<file path="config.mk">
export PLATFORM = sky130hd
export DESIGN_NAME = cmr_top
export DESIGN_NICKNAME = d
export VERILOG_FILES = /design/src/cmr_pkg.sv /design/src/cmr_top.sv
export SDC_FILE = /design/constraint.sdc
export NUM_CORES = 1
export LEC_CHECK = 0
export ABC_AREA = 1
export BUFFER_PORTS_ARGS = -buffer_cell sky130_fd_sc_hd__buf_4
export CAP_MARGIN = 5
export CORE_MARGIN = 2
export CORE_UTILIZATION = 42
export DETAILED_ROUTE_END_ITERATION = 8
export PLACE_DENSITY = 0.66
export SLEW_MARGIN = 40
export SYNTH_ARGS = -nofsm -noshare
export SYNTH_HDL_FRONTEND = slang
export SYNTH_SLANG_ARGS = --single-unit
</file>
<file path="constraint.sdc">
create_clock -name CLOCK_I -period 15.6 [get_ports CLOCK_I]
set_input_delay 1.56 -clock CLOCK_I [delete_from_list [all_inputs] [get_ports CLOCK_I]]
set_output_delay 1.56 -clock CLOCK_I [all_outputs]
set_load 0.01 [all_outputs]
</file>
<file path="src/cmr_pkg.sv">
// Purpose: shared constants and types for the CAN mode, output and rx window block
// Assumes: byte-wide registers, each in the low lane of one 32-bit Wishbone word
// Notes:   register index is the printed offset; byte address is four times it
package cmr_pkg;

  // controller clock
  localparam int unsigned CLK_HZ = 25_000_000;

  ////////////////////////////////////////////////////////////////////////////
  // register indices (word address = index)
  localparam logic [4:0] IDX_MODE   = 5'h00;
  localparam logic [4:0] IDX_CMD    = 5'h01;
  localparam logic [4:0] IDX_OCR    = 5'h08;
  localparam logic [4:0] IDX_WIN_LO = 5'h10;
  localparam logic [4:0] IDX_WIN_HI = 5'h1c;
  localparam logic [4:0] IDX_COUNT  = 5'h1d;

  ////////////////////////////////////////////////////////////////////////////
  // operating configuration fields
  localparam int MODE_HALT    = 0;
  localparam int MODE_PASSIVE = 1;
  localparam int MODE_SELF    = 2;
  localparam int MODE_FILTER  = 3;
  localparam int MODE_SLEEP   = 4;
  localparam logic [7:0] MODE_RESET = 8'h01;

  // command register: release receive buffer
  localparam int CMD_RELEASE = 2;

  // transmit driver config fields
  localparam int OCR_LOWER = 0;
  localparam int OCR_UPPER = 1;
  localparam logic [1:0] OCR_RESET = 2'h2;

  ////////////////////////////////////////////////////////////////////////////
  // receive window layout
  localparam int WIN_BYTES  = 13;
  localparam int INFO_EXT   = 7;
  localparam int INFO_REM   = 6;
  localparam logic [3:0] SFF_UNUSED_A = 4'hb;
  localparam logic [3:0] SFF_UNUSED_B = 4'hc;
  localparam int CNT_W = 5;

  // one received frame, byte 0 is the frame descriptor
  typedef logic [WIN_BYTES-1:0][7:0] cmr_frame_t;

  // output driver configuration
  typedef enum logic [1:0] {
    DRV_RESV  = 2'b00,
    DRV_NORM  = 2'b01,
    DRV_CLOCK = 2'b10
  } cmr_drv_t;

  // power state
  typedef enum logic {
    PWR_RUN   = 1'b0,
    PWR_SLEEP = 1'b1
  } cmr_pwr_t;

endpackage

</file>
<file path="src/cmr_top.sv">
// Purpose: mode register, output driver config and receive window of a CAN node
// Assumes: bit processor and acceptance filters sit outside and use the outputs
// Notes:   one clock, synchronous active-low reset, Wishbone classic slave
//
// What this block does
// - top three config bits read zero
// - sleep only if idle, else wake up
// - sleep bit written only in operating mode
// - clearing sleep bit wakes the node
// - filter bit picks single or dual filter
// - self check makes unacked transmission succeed
// - passive monitor never drives acknowledge
// - halt bit aborts frame, enters reset mode
// - operating mode resumes on halt falling
// - normal output: stream and its inverse
// - clock output: stream plus bit clock
// - output mode bits decode reserved/normal/clock
// - driver config writable in reset mode only
// - thirteen byte window shows oldest frame
// - window readable in operating mode only
// - first byte is frame descriptor
// - standard frame: two id, eight data
// - extended frame: four id, eight data
// - count frames: receive adds, release subtracts
`timescale 1ns/1ps

module cmr_top #(
  parameter int RX_DEPTH = 4 // frames held in the receive fifo
) (
  // clock and reset
  input  wire logic                CLOCK_I,
  input  wire logic                RST_N_I,
  // wishbone classic slave
  input  wire logic                CYC_I,
  input  wire logic                STB_I,
  input  wire logic                WE_I,
  input  wire logic [6:2]          ADR_I,
  input  wire logic [3:0]          SEL_I,
  input  wire logic [31:0]         DAT_I,
  output logic      [31:0]         DAT_O,
  output logic                     ACK_O,
  // status from the rest of the controller
  input  wire logic                IRQ_PENDING_I,
  input  wire logic                BUS_IDLE_I,
  // received frames from the bit processor
  input  wire logic                RX_VALID_I,
  input  wire cmr_pkg::cmr_frame_t RX_FRAME_I,
  output logic                     RX_READY_O,
  // transmit path from the bit processor
  input  wire logic                TX_BIT_I,
  input  wire logic                ACK_SLOT_I,
  input  wire logic                BIT_START_I,
  input  wire logic                TQ_TICK_I,
  input  wire logic                TX_DONE_I,
  input  wire logic                ACK_SEEN_I,
  // mode outputs to the controller
  output logic                     RESET_MODE_O,
  output logic                     ABORT_O,
  output logic                     SLEEPING_O,
  output logic                     WAKEUP_O,
  output logic                     FILTER_SINGLE_O,
  output logic                     SELF_CHECK_O,
  output logic                     PASSIVE_MONITOR_O,
  output logic                     TX_SUCCESS_O,
  output logic [4:0]               MSG_COUNT_O,
  // bus pins
  output logic                     TX_PIN_FIRST_O,
  output logic                     TX_PIN_SECOND_O
);
  import cmr_pkg::*;

  localparam int PW = (RX_DEPTH > 1) ? $clog2(RX_DEPTH) : 1;
  localparam logic [PW-1:0] PTR_LAST = PW'(RX_DEPTH - 1);
  localparam logic [CNT_W-1:0] CNT_FULL = CNT_W'(RX_DEPTH);

  ////////////////////////////////////////////////////////////////////////////
  // all state of the block except the fifo storage
  typedef struct packed {
    logic             ack;        // bus acknowledge
    logic [7:0]       dat;        // read data byte
    cmr_pwr_t         pwr;        // sleep state, doubles as the sleep bit
    logic             filt;       // single filter select
    logic             self_chk;   // self check enable
    logic             passive;    // passive monitor enable
    logic             halt;       // reset mode bit
    logic [1:0]       drv;        // output mode bits
    logic [CNT_W-1:0] count;      // pending message count
    logic [PW-1:0]    wr;         // fifo write slot
    logic [PW-1:0]    rd;         // fifo read slot (oldest frame)
    logic             abort;      // abort pulse
    logic             wake;       // wake-up pulse
    logic             tx_ok;      // transmission success pulse
    logic             bitclk;     // bit period clock level
    logic             pin0;       // first transmit pin
    logic             pin1;       // second transmit pin
  } cmr_state_t;

  cmr_state_t st_reg;             // registered state
  cmr_state_t st_next;            // next state

  cmr_frame_t fifo_mem [RX_DEPTH]; // receive fifo storage

  ////////////////////////////////////////////////////////////////////////////
  // helpers

  // window index check, used by the read decode
  function automatic logic in_window(input logic [4:0] idx);
    in_window = (idx >= IDX_WIN_LO) && (idx <= IDX_WIN_HI);
  endfunction

  // output mode decode
  function automatic cmr_drv_t drv_decode(input logic [1:0] bits);
    if (!bits[OCR_UPPER]) begin
      drv_decode = DRV_RESV;
    end else if (bits[OCR_LOWER]) begin
      drv_decode = DRV_CLOCK;
    end else begin
      drv_decode = DRV_NORM;
    end
  endfunction

  // ring pointer step, works for depths that are not powers of two
  function automatic logic [PW-1:0] ptr_step(input logic [PW-1:0] p);
    ptr_step = (p == PTR_LAST) ? '0 : p + 1'b1;
  endfunction

  ////////////////////////////////////////////////////////////////////////////
  // combinational decode

  logic       req;        // a bus cycle is open
  logic       wr_hit;     // write takes effect at this edge
  logic [4:0] idx;        // register index
  logic [3:0] woff;       // byte within the window
  logic       push;       // frame accepted this cycle
  logic       pop;        // release command accepted
  logic       serial;     // stream after acknowledge masking
  logic [7:0] rdata;      // read data before the register
  cmr_frame_t head;       // oldest frame
  cmr_drv_t   drv_mode;   // decoded driver mode

  assign req      = CYC_I && STB_I;
  assign wr_hit   = req && st_reg.ack && WE_I && SEL_I[0];
  assign idx      = ADR_I;
  assign woff     = 4'(idx - IDX_WIN_LO);
  assign head     = fifo_mem[st_reg.rd];
  assign drv_mode = drv_decode(st_reg.drv);

  // frames are taken only in operating mode and while a slot is free
  assign RX_READY_O = !st_reg.halt && (st_reg.count < CNT_FULL);
  assign push       = RX_VALID_I && RX_READY_O;

  // release pops the oldest frame when one is held
  assign pop = wr_hit && (idx == IDX_CMD) && DAT_I[CMD_RELEASE] &&
               !st_reg.halt && (st_reg.count != '0);

  // ack slot masked to recessive in passive monitor mode
  assign serial = (st_reg.passive && ACK_SLOT_I) ? 1'b1 : TX_BIT_I;

  ////////////////////////////////////////////////////////////////////////////
  // read data mux
  always_comb begin
    rdata = 8'h00;
    if (idx == IDX_MODE) begin
      // reserved bits stay zero
      rdata[MODE_SLEEP]   = (st_reg.pwr == PWR_SLEEP);
      rdata[MODE_FILTER]  = st_reg.filt;
      rdata[MODE_SELF]    = st_reg.self_chk;
      rdata[MODE_PASSIVE] = st_reg.passive;
      rdata[MODE_HALT]    = st_reg.halt;
    end else if (idx == IDX_OCR) begin
      rdata[1:0] = st_reg.drv;
    end else if (idx == IDX_COUNT) begin
      rdata[CNT_W-1:0] = st_reg.count;
    end else if (in_window(idx) && !st_reg.halt && (st_reg.count != '0)) begin
      // descriptor at byte 0, ids and data follow
      rdata = head[woff];
      if (!head[0][INFO_EXT] &&
          ((woff == SFF_UNUSED_A) || (woff == SFF_UNUSED_B))) begin
        rdata = 8'h00;
      end
    end
  end

  ////////////////////////////////////////////////////////////////////////////
  // next state
  always_comb begin
    st_next       = st_reg;
    st_next.abort = 1'b0;
    st_next.wake  = 1'b0;

    // single-cycle ack, dropped the cycle after it was given
    st_next.ack = req && !st_reg.ack;
    if (req && !st_reg.ack) begin
      st_next.dat = rdata;
    end

    // operating configuration write
    if (wr_hit && (idx == IDX_MODE)) begin
      st_next.filt    = DAT_I[MODE_FILTER];
      st_next.self_chk = DAT_I[MODE_SELF];
      st_next.passive = DAT_I[MODE_PASSIVE];
      st_next.halt    = DAT_I[MODE_HALT];
      if (DAT_I[MODE_HALT] && !st_reg.halt) begin
        st_next.abort = 1'b1;
      end
      // sleep field honoured only when the node was operating
      if (!st_reg.halt) begin
        if (DAT_I[MODE_SLEEP]) begin
          if (!IRQ_PENDING_I && BUS_IDLE_I) begin
            st_next.pwr = PWR_SLEEP;
          end else begin
            st_next.pwr  = PWR_RUN;
            st_next.wake = 1'b1;
          end
        end else begin
          st_next.pwr = PWR_RUN;
          if (st_reg.pwr == PWR_SLEEP) begin
            st_next.wake = 1'b1;
          end
        end
      end
    end else if ((st_reg.pwr == PWR_SLEEP) && !BUS_IDLE_I) begin
      // bus activity ends sleep as well
      st_next.pwr  = PWR_RUN;
      st_next.wake = 1'b1;
    end

    // driver config is frozen outside reset mode
    if (wr_hit && (idx == IDX_OCR) && st_reg.halt) begin
      st_next.drv = DAT_I[1:0];
    end

    // window writes fall through: nothing is stored

    // message count and fifo pointers
    if (push) begin
      st_next.wr = ptr_step(st_reg.wr);
    end
    if (pop) begin
      st_next.rd = ptr_step(st_reg.rd);
    end
    case ({push, pop})
      2'b10:   st_next.count = st_reg.count + 1'b1;
      2'b01:   st_next.count = st_reg.count - 1'b1;
      default: st_next.count = st_reg.count;
    endcase
    // entering reset mode drops held messages, data stays in place
    if (st_next.abort) begin
      st_next.count = '0;
      st_next.wr    = st_reg.rd;
    end

    // success needs an acknowledge unless self check is on
    st_next.tx_ok = TX_DONE_I && (ACK_SEEN_I || st_reg.self_chk);

    // bit clock: rises at bit start, falls after one time quantum
    if (BIT_START_I) begin
      st_next.bitclk = 1'b1;
    end else if (TQ_TICK_I) begin
      st_next.bitclk = 1'b0;
    end

    // pin drive per output mode
    case (drv_mode)
      DRV_NORM: begin
        st_next.pin0 = serial;
        st_next.pin1 = !serial;
      end
      DRV_CLOCK: begin
        st_next.pin0 = serial;
        st_next.pin1 = st_next.bitclk;
      end
      default: begin
        // reserved mode keeps the pins recessive and quiet
        st_next.pin0 = 1'b1;
        st_next.pin1 = 1'b0;
      end
    endcase

    // no transmission success is flagged in reset mode; the pins keep following the stream
    if (st_reg.halt) begin
      st_next.tx_ok = 1'b0;
    end
  end

  ////////////////////////////////////////////////////////////////////////////
  // state register
  always_ff @(posedge CLOCK_I) begin
    if (!RST_N_I) begin
      st_reg          <= '0;
      st_reg.pwr      <= PWR_RUN;
      st_reg.halt     <= MODE_RESET[MODE_HALT];
      st_reg.filt     <= MODE_RESET[MODE_FILTER];
      st_reg.self_chk <= MODE_RESET[MODE_SELF];
      st_reg.passive  <= MODE_RESET[MODE_PASSIVE];
      st_reg.drv      <= OCR_RESET;
      st_reg.pin0     <= 1'b1;
    end else begin
      st_reg <= st_next;
    end
  end

  ////////////////////////////////////////////////////////////////////////////
  // fifo storage, no reset needed: reads are gated by the count
  always_ff @(posedge CLOCK_I) begin
    if (push) begin
      fifo_mem[st_reg.wr] <= RX_FRAME_I;
    end
  end

  ////////////////////////////////////////////////////////////////////////////
  // outputs
  assign ACK_O             = st_reg.ack;
  assign DAT_O             = {24'h000000, st_reg.dat};
  assign RESET_MODE_O      = st_reg.halt;
  assign ABORT_O           = st_reg.abort;
  assign SLEEPING_O        = (st_reg.pwr == PWR_SLEEP);
  assign WAKEUP_O          = st_reg.wake;
  assign FILTER_SINGLE_O   = st_reg.filt;
  assign SELF_CHECK_O      = st_reg.self_chk;
  assign PASSIVE_MONITOR_O = st_reg.passive;
  assign TX_SUCCESS_O      = st_reg.tx_ok;
  assign MSG_COUNT_O       = st_reg.count;
  assign TX_PIN_FIRST_O    = st_reg.pin0;
  assign TX_PIN_SECOND_O   = st_reg.pin1;

endmodule

</file>
Yosys cells after proc, flatten, opt, wreduce, memory -nomap -nowiden
Memories as Yosys holds them, arrays and structs flattened. A register that Yosys moved wholly into a read port is not among the register bits.
Index checks and enable logic that the tools add are counted.
{"block": "totals", "ramBits": 416, "ff_bits": 31, "n_memories": 1, "word_cells": 117, "inputBits": 159, "output_inout_bits": 49}
{"memory": "fifo_mem", "depth": 4, "word_bits": 104, "read_ports": 1, "rd_clocked_by_memory_dff": 1, "wr": 1, "line": "cmr_top.sv:101", "rtl": "cmr_frame_t fifo_mem [RX_DEPTH];"}
{"block": "classes", "n_reduce_logical": 39, "n_eq_ne": 12, "addsub": 5, "bitwise_logic": 1, "mux": 38, "order_cmp": 4}
{"cell": "$bmux W8 S4", "count": 1}
{"cell": "$mux W8", "count": 3}
{"cell": "$logic_and A1 B1 Y1", "count": 23}
{"cell": "$mux W1", "count": 18}
{"cell": "$mux W2", "count": 9}
{"cell": "$mux W5", "count": 2}
{"cell": "$pmux W5 S2", "count": 1}
{"cell": "$eq A2 B2 Y1 const B", "count": 4}
{"cell": "$eq A4 B4 Y1 const B", "count": 2}
{"cell": "$logic_not A1 Y1", "count": 6}
{"cell": "$mux W3", "count": 2}
{"cell": "$mux W6", "count": 1}
{"cell": "$reduce_bool A2 Y1", "count": 3}
{"cell": "$add A5 B1 Y5 const B", "count": 1}
{"cell": "$eq A5 B1 Y1 const B", "count": 1}
{"cell": "$eq A5 B4 Y1 const B", "count": 1}
{"cell": "$eq A5 B5 Y1 const B", "count": 1}
{"cell": "$ge A5 B5 Y1 const B", "count": 1}
{"cell": "$le A5 B5 Y1 const B", "count": 1}
{"cell": "$logic_not A5 Y1", "count": 1}
{"cell": "$lt A4 B5 Y1 const B", "count": 1}
{"cell": "$lt A5 B3 Y1 const B", "count": 1}
{"cell": "$reduce_bool A5 Y1", "count": 1}
{"cell": "$sub A5 B1 Y5 const B", "count": 1}
{"cell": "other kinds (9)", "count": 13}

Logic depth before layout (Yosys ltp)
{"block": "depth", "ltp_word": 10, "depth_mapped": 17, "ltp_nobuf": 16}

Worst setup path before layout
Ideal clock, no wire load.
{"block": "synth_timing", "path_kind": "in2reg", "startpoint": "in RX_VALID_I", "endpoint": "mem fifo_mem[0][0] (netlist name), enable pin", "setup_time_ns": 0.568, "required_time_ns": 15.032, "slack_ns": 8.994, "stages": 2, "path_buffers": 0, "t_arrival_ns": 6.038, "cell_sequence": "nand2_2 -> nor2_1"}
{"block": "synth_between", "elab_chain_len": 3}
{"item": "start: declaration", "line": "cmr_top.sv:46", "rtl": "input wire logic RX_VALID_I,"}
{"item": "$logic_and A1 B1 Y1", "line": "cmr_top.sv:150", "rtl": "assign push = RX_VALID_I && RX_READY_O;"}
{"item": "$mux W1", "line": "cmr_top.sv:306", "rtl": "if (push) begin"}
{"item": "$mux W1 (not written as such)", "line": "cmr_top.sv:307", "rtl": "fifo_mem[st_reg.wr] <= RX_FRAME_I;"}
{"item": "end: declaration", "line": "cmr_top.sv:101"}
No other way between the ends.

==> reports/metrics.yaml <==
clocking:
  cts-htree-levels: 2
  cts.hold.buffers_added: 0
  root_buffer: "clkbuf_16"
  clkSlewWorstSetupHoldPaths_ns: 0.06
  cts.repair_timing.setup_buffer_count: 0
  cts_inserted_buffers: 45
  cts_sinks: 449
  clock_insertion_delay_worst_skew_ns: 0.58
  cts_resized: 0
  clockBufferDepth: 3
  clock_tree_from_tritoncts: "done"
drt:
  ant_nets: 0
  met3_length_mm: 3.079
  avgRoutedWirePerCell_um: 18.28
  detailedRoute.firstPassIterationCount: 7
  wirelength_met1_mm: 19.18
  drt-total-wl_mm: 44.37
  routed-wl-met2_mm: 20.94
  detailroute.via_count: 12327
  detailedRoute.firstIterationViolations: 1127
  routed.top_layer: "met5"
  avgViaCountPerCell: 5.079
  post_route_drc_violation_count: 0
synthesis:
  synth.largest_area_cell: "edfxtp_1"
  dominant_synthesized_flop_cell: "edfxtp_1"
  synth-edff-count: 416
  mean_area_per_synthesized_cell_um2: 11.33
  cells_after_synthesis: 1674
  synth_area_leaders: "edfxtp_1 (66%), nand2_1 (6.8%), nor2_1 (4.8%), dfxtp_1 (3.5%), o21ai_0 (3.2%)"
  post-synth-top-count-cell: "edfxtp_1"
  yosys-top-cells-count: "edfxtp_1 (416), nand2_1 (346), nor2_1 (240)"
  post_synth_instance_area_mm2: 0.01896
  synth_sequential_area_ratio_pct: 69.37
  synth.lib_cells_used.distinct: 44
  synth_top_area_share_pct: 65.88
  yosysWarningCount: 0
  postSynth.asyncResetShare_pct: 0
  synth_seq_cells: 449
pwr:
  power_per_unit_of_standard_cell_area_mw_per_mm2: 113.0
  static-leakage-power_nw: 8.274
  vdd.ir_drop.worst_mv: 0.08090
run_status:
  outcome: "completed"
global_routing:
  grt_pass1_wl_mm: 68.04
  grt_pass1_vias: 12049
  grt.overflow.total: 0
  grt.total_usage_pct: 18.87
  largest_net_degree_at_the_start_of_global_routing: 107
  antenna_found_initial: 4
placement:
  placed_area_mm2: 0.02028
  place_inst: 2342
  detailedPlacementHpwl_mm: 25.57
  buffer_ports.inserted: 153
  routabilityCongestion: 0.8017
timing:
  clock.fmax_mhz: 312.6
  maxSlewHeadroom_pct: 45.53
  min_period_over_period_pct: 20.50
  min_period_ns: 3.198
  worst_slew_pin_slew_ns: 0.8170
  finalHoldViolCount: 0
  grt_setup_unrepaired: "false"
  clock_skew_ns: 0.02347
  drv_slew: 0
  final-setup-viol-count: 0
  fin_tns_setup_ns: 0
critical_path:
  crit_required_ns: 16.04
  worst_path_fanout_max: 106
  endpoint_kind: "register"
  crit_path_start_kind: "register"
  crit_arrival_ns: 3.64
  worstSetupPathType: "reg2reg"
die:
  die_height_um: 216.5
  placementRows: 77
  initial_core_util_pct: 42.69
  io-pin-count: 208
  die_area_mm2: 0.04686
  chip_width_um: 216.5
  core_mm2: 0.04441
run:
  max_capacitance_violation_count: 0
finish:
  final_area_mm2: 0.02177
  layout.cells.non_filler: 2427
  post_route_cells_drive_above_1_share_pct: 15.06
  largest_register_ff_count: 416
  flow.area_growth_from_synthesis_pct: 14.83
  design.final.nets: 1963
worst_hold_path:
  holdCritPathClass: "reg2reg"
==> cell families (layout without fill, tap and decap cells) <==
family / count (synthesis) / count (layout) / synth area share, %
buf+inv: 242 / 378 / 7.008
fa+ha+maj: 7 / 7 / 0.4619
compound gates: 288 / 288 / 8.268
simple gates: 680 / 680 / 14.55
xor+xnor: 7 / 7 / 0.3234
flops: 449 / 449 / 69.37
other cells: 1 / 26 / 0.01978
==> metrics by stage <==
step / util, % / worst slack (ns) / hold WS, ns / power [mW]
2_1_floorplan: - / 8.994 / 0.4067 / 1.368
3_3_place_gp: 45.58 / 11.68 / 0.4348 / 1.411
3_5_place_dp: 45.67 / 11.70 / 0.4340 / 1.413
4_1_cts: 48.97 / 12.17 / 0.4493 / 2.479
5_1_grt: 49.02 / 12.10 / 0.4731 / 2.528
6_report: 49.02 / 12.40 / 0.4518 / 2.460
==> path summary, 6_finish.rpt <==
path	cells after the start	end	start	slack, ns
min	1	TX_PIN_FIRST_O	st_reg[16]	0.45
min reg2reg	1	TX_PIN_FIRST_O	st_reg[16]	0.45
max	15	DAT_O[1]	register	12.40
max reg2reg	15	DAT_O[1]	register	12.40
==> routing by layer <==
| metal | global-route usage [%] | vias up |
|---|---|---|
| met5 | 0 | - |
| met4 | 6.986 | 4 |
| met3 | 4.126 | 78 |
| met2 | 30.88 | 391 |
| met1 | 24.74 | 5905 |
| li1 | - | 5949 |
==> critical path, stage by stage, from the launching register on <==
cell and delay, ns:
dfxtp_4 0.48, inv_8 0.50, buf_6 0.66, nand2_1 0.12
nand3_1 0.11, nand2_1 0.07, nand2_1 0.06, nand2_1 0.08
nor2_1 0.26, nor2_1 0.07, nor2_1 0.11, nand2_1 0.09
nand2_1 0.09, nand4_1 0.12, nand2_1 0.09, a21oi_1 0.06
==> cell type report <==
class	instances	area [µm²]
multi-input combinational	1006	4596
inverter	124	474.2
antenna	2	5.005
clock buffer	52	1174
tap	592	740.7
sequential	449	13160
timing repair buffer	171	1330
clock inverter	31	292.8
fill	3935	22640
==> where the power goes <==
part           switching (mW)  internal, mW
sequential           0.000438          1.31
combinational          0.0438        0.0291
clock                   0.449         0.624
==> placed cells by master (no fill, tap or decap), types with 2 or more instances in the layout <==
cell        count
edfxtp_1      416
nand2_1       346
nor2_1        236
buf_4         161
o21ai_0       121
inv_1         117
o21ai_1        58
nand3_1        58
o22ai_1        52
clkbuf_16      46
a21oi_1        42
dfxtp_1        31
conb_1         24
clkinv_1       11
clkinv_2       10
nor3_1          9
buf_6           9
nor2_4          8
nand4_1         7
ha_1            7
xor2_1          6
clkbuf_1        6
nand2_2         5
inv_2           5
bufinv_16       5
nor2_2          4
a21oi_2         4
o211ai_1        3
clkinvlp_4      3
diode_2         2
nand4_2         2
nand3_2         2
dfxtp_4         2
Note: power is estimated with default switching activity, not from simulation.
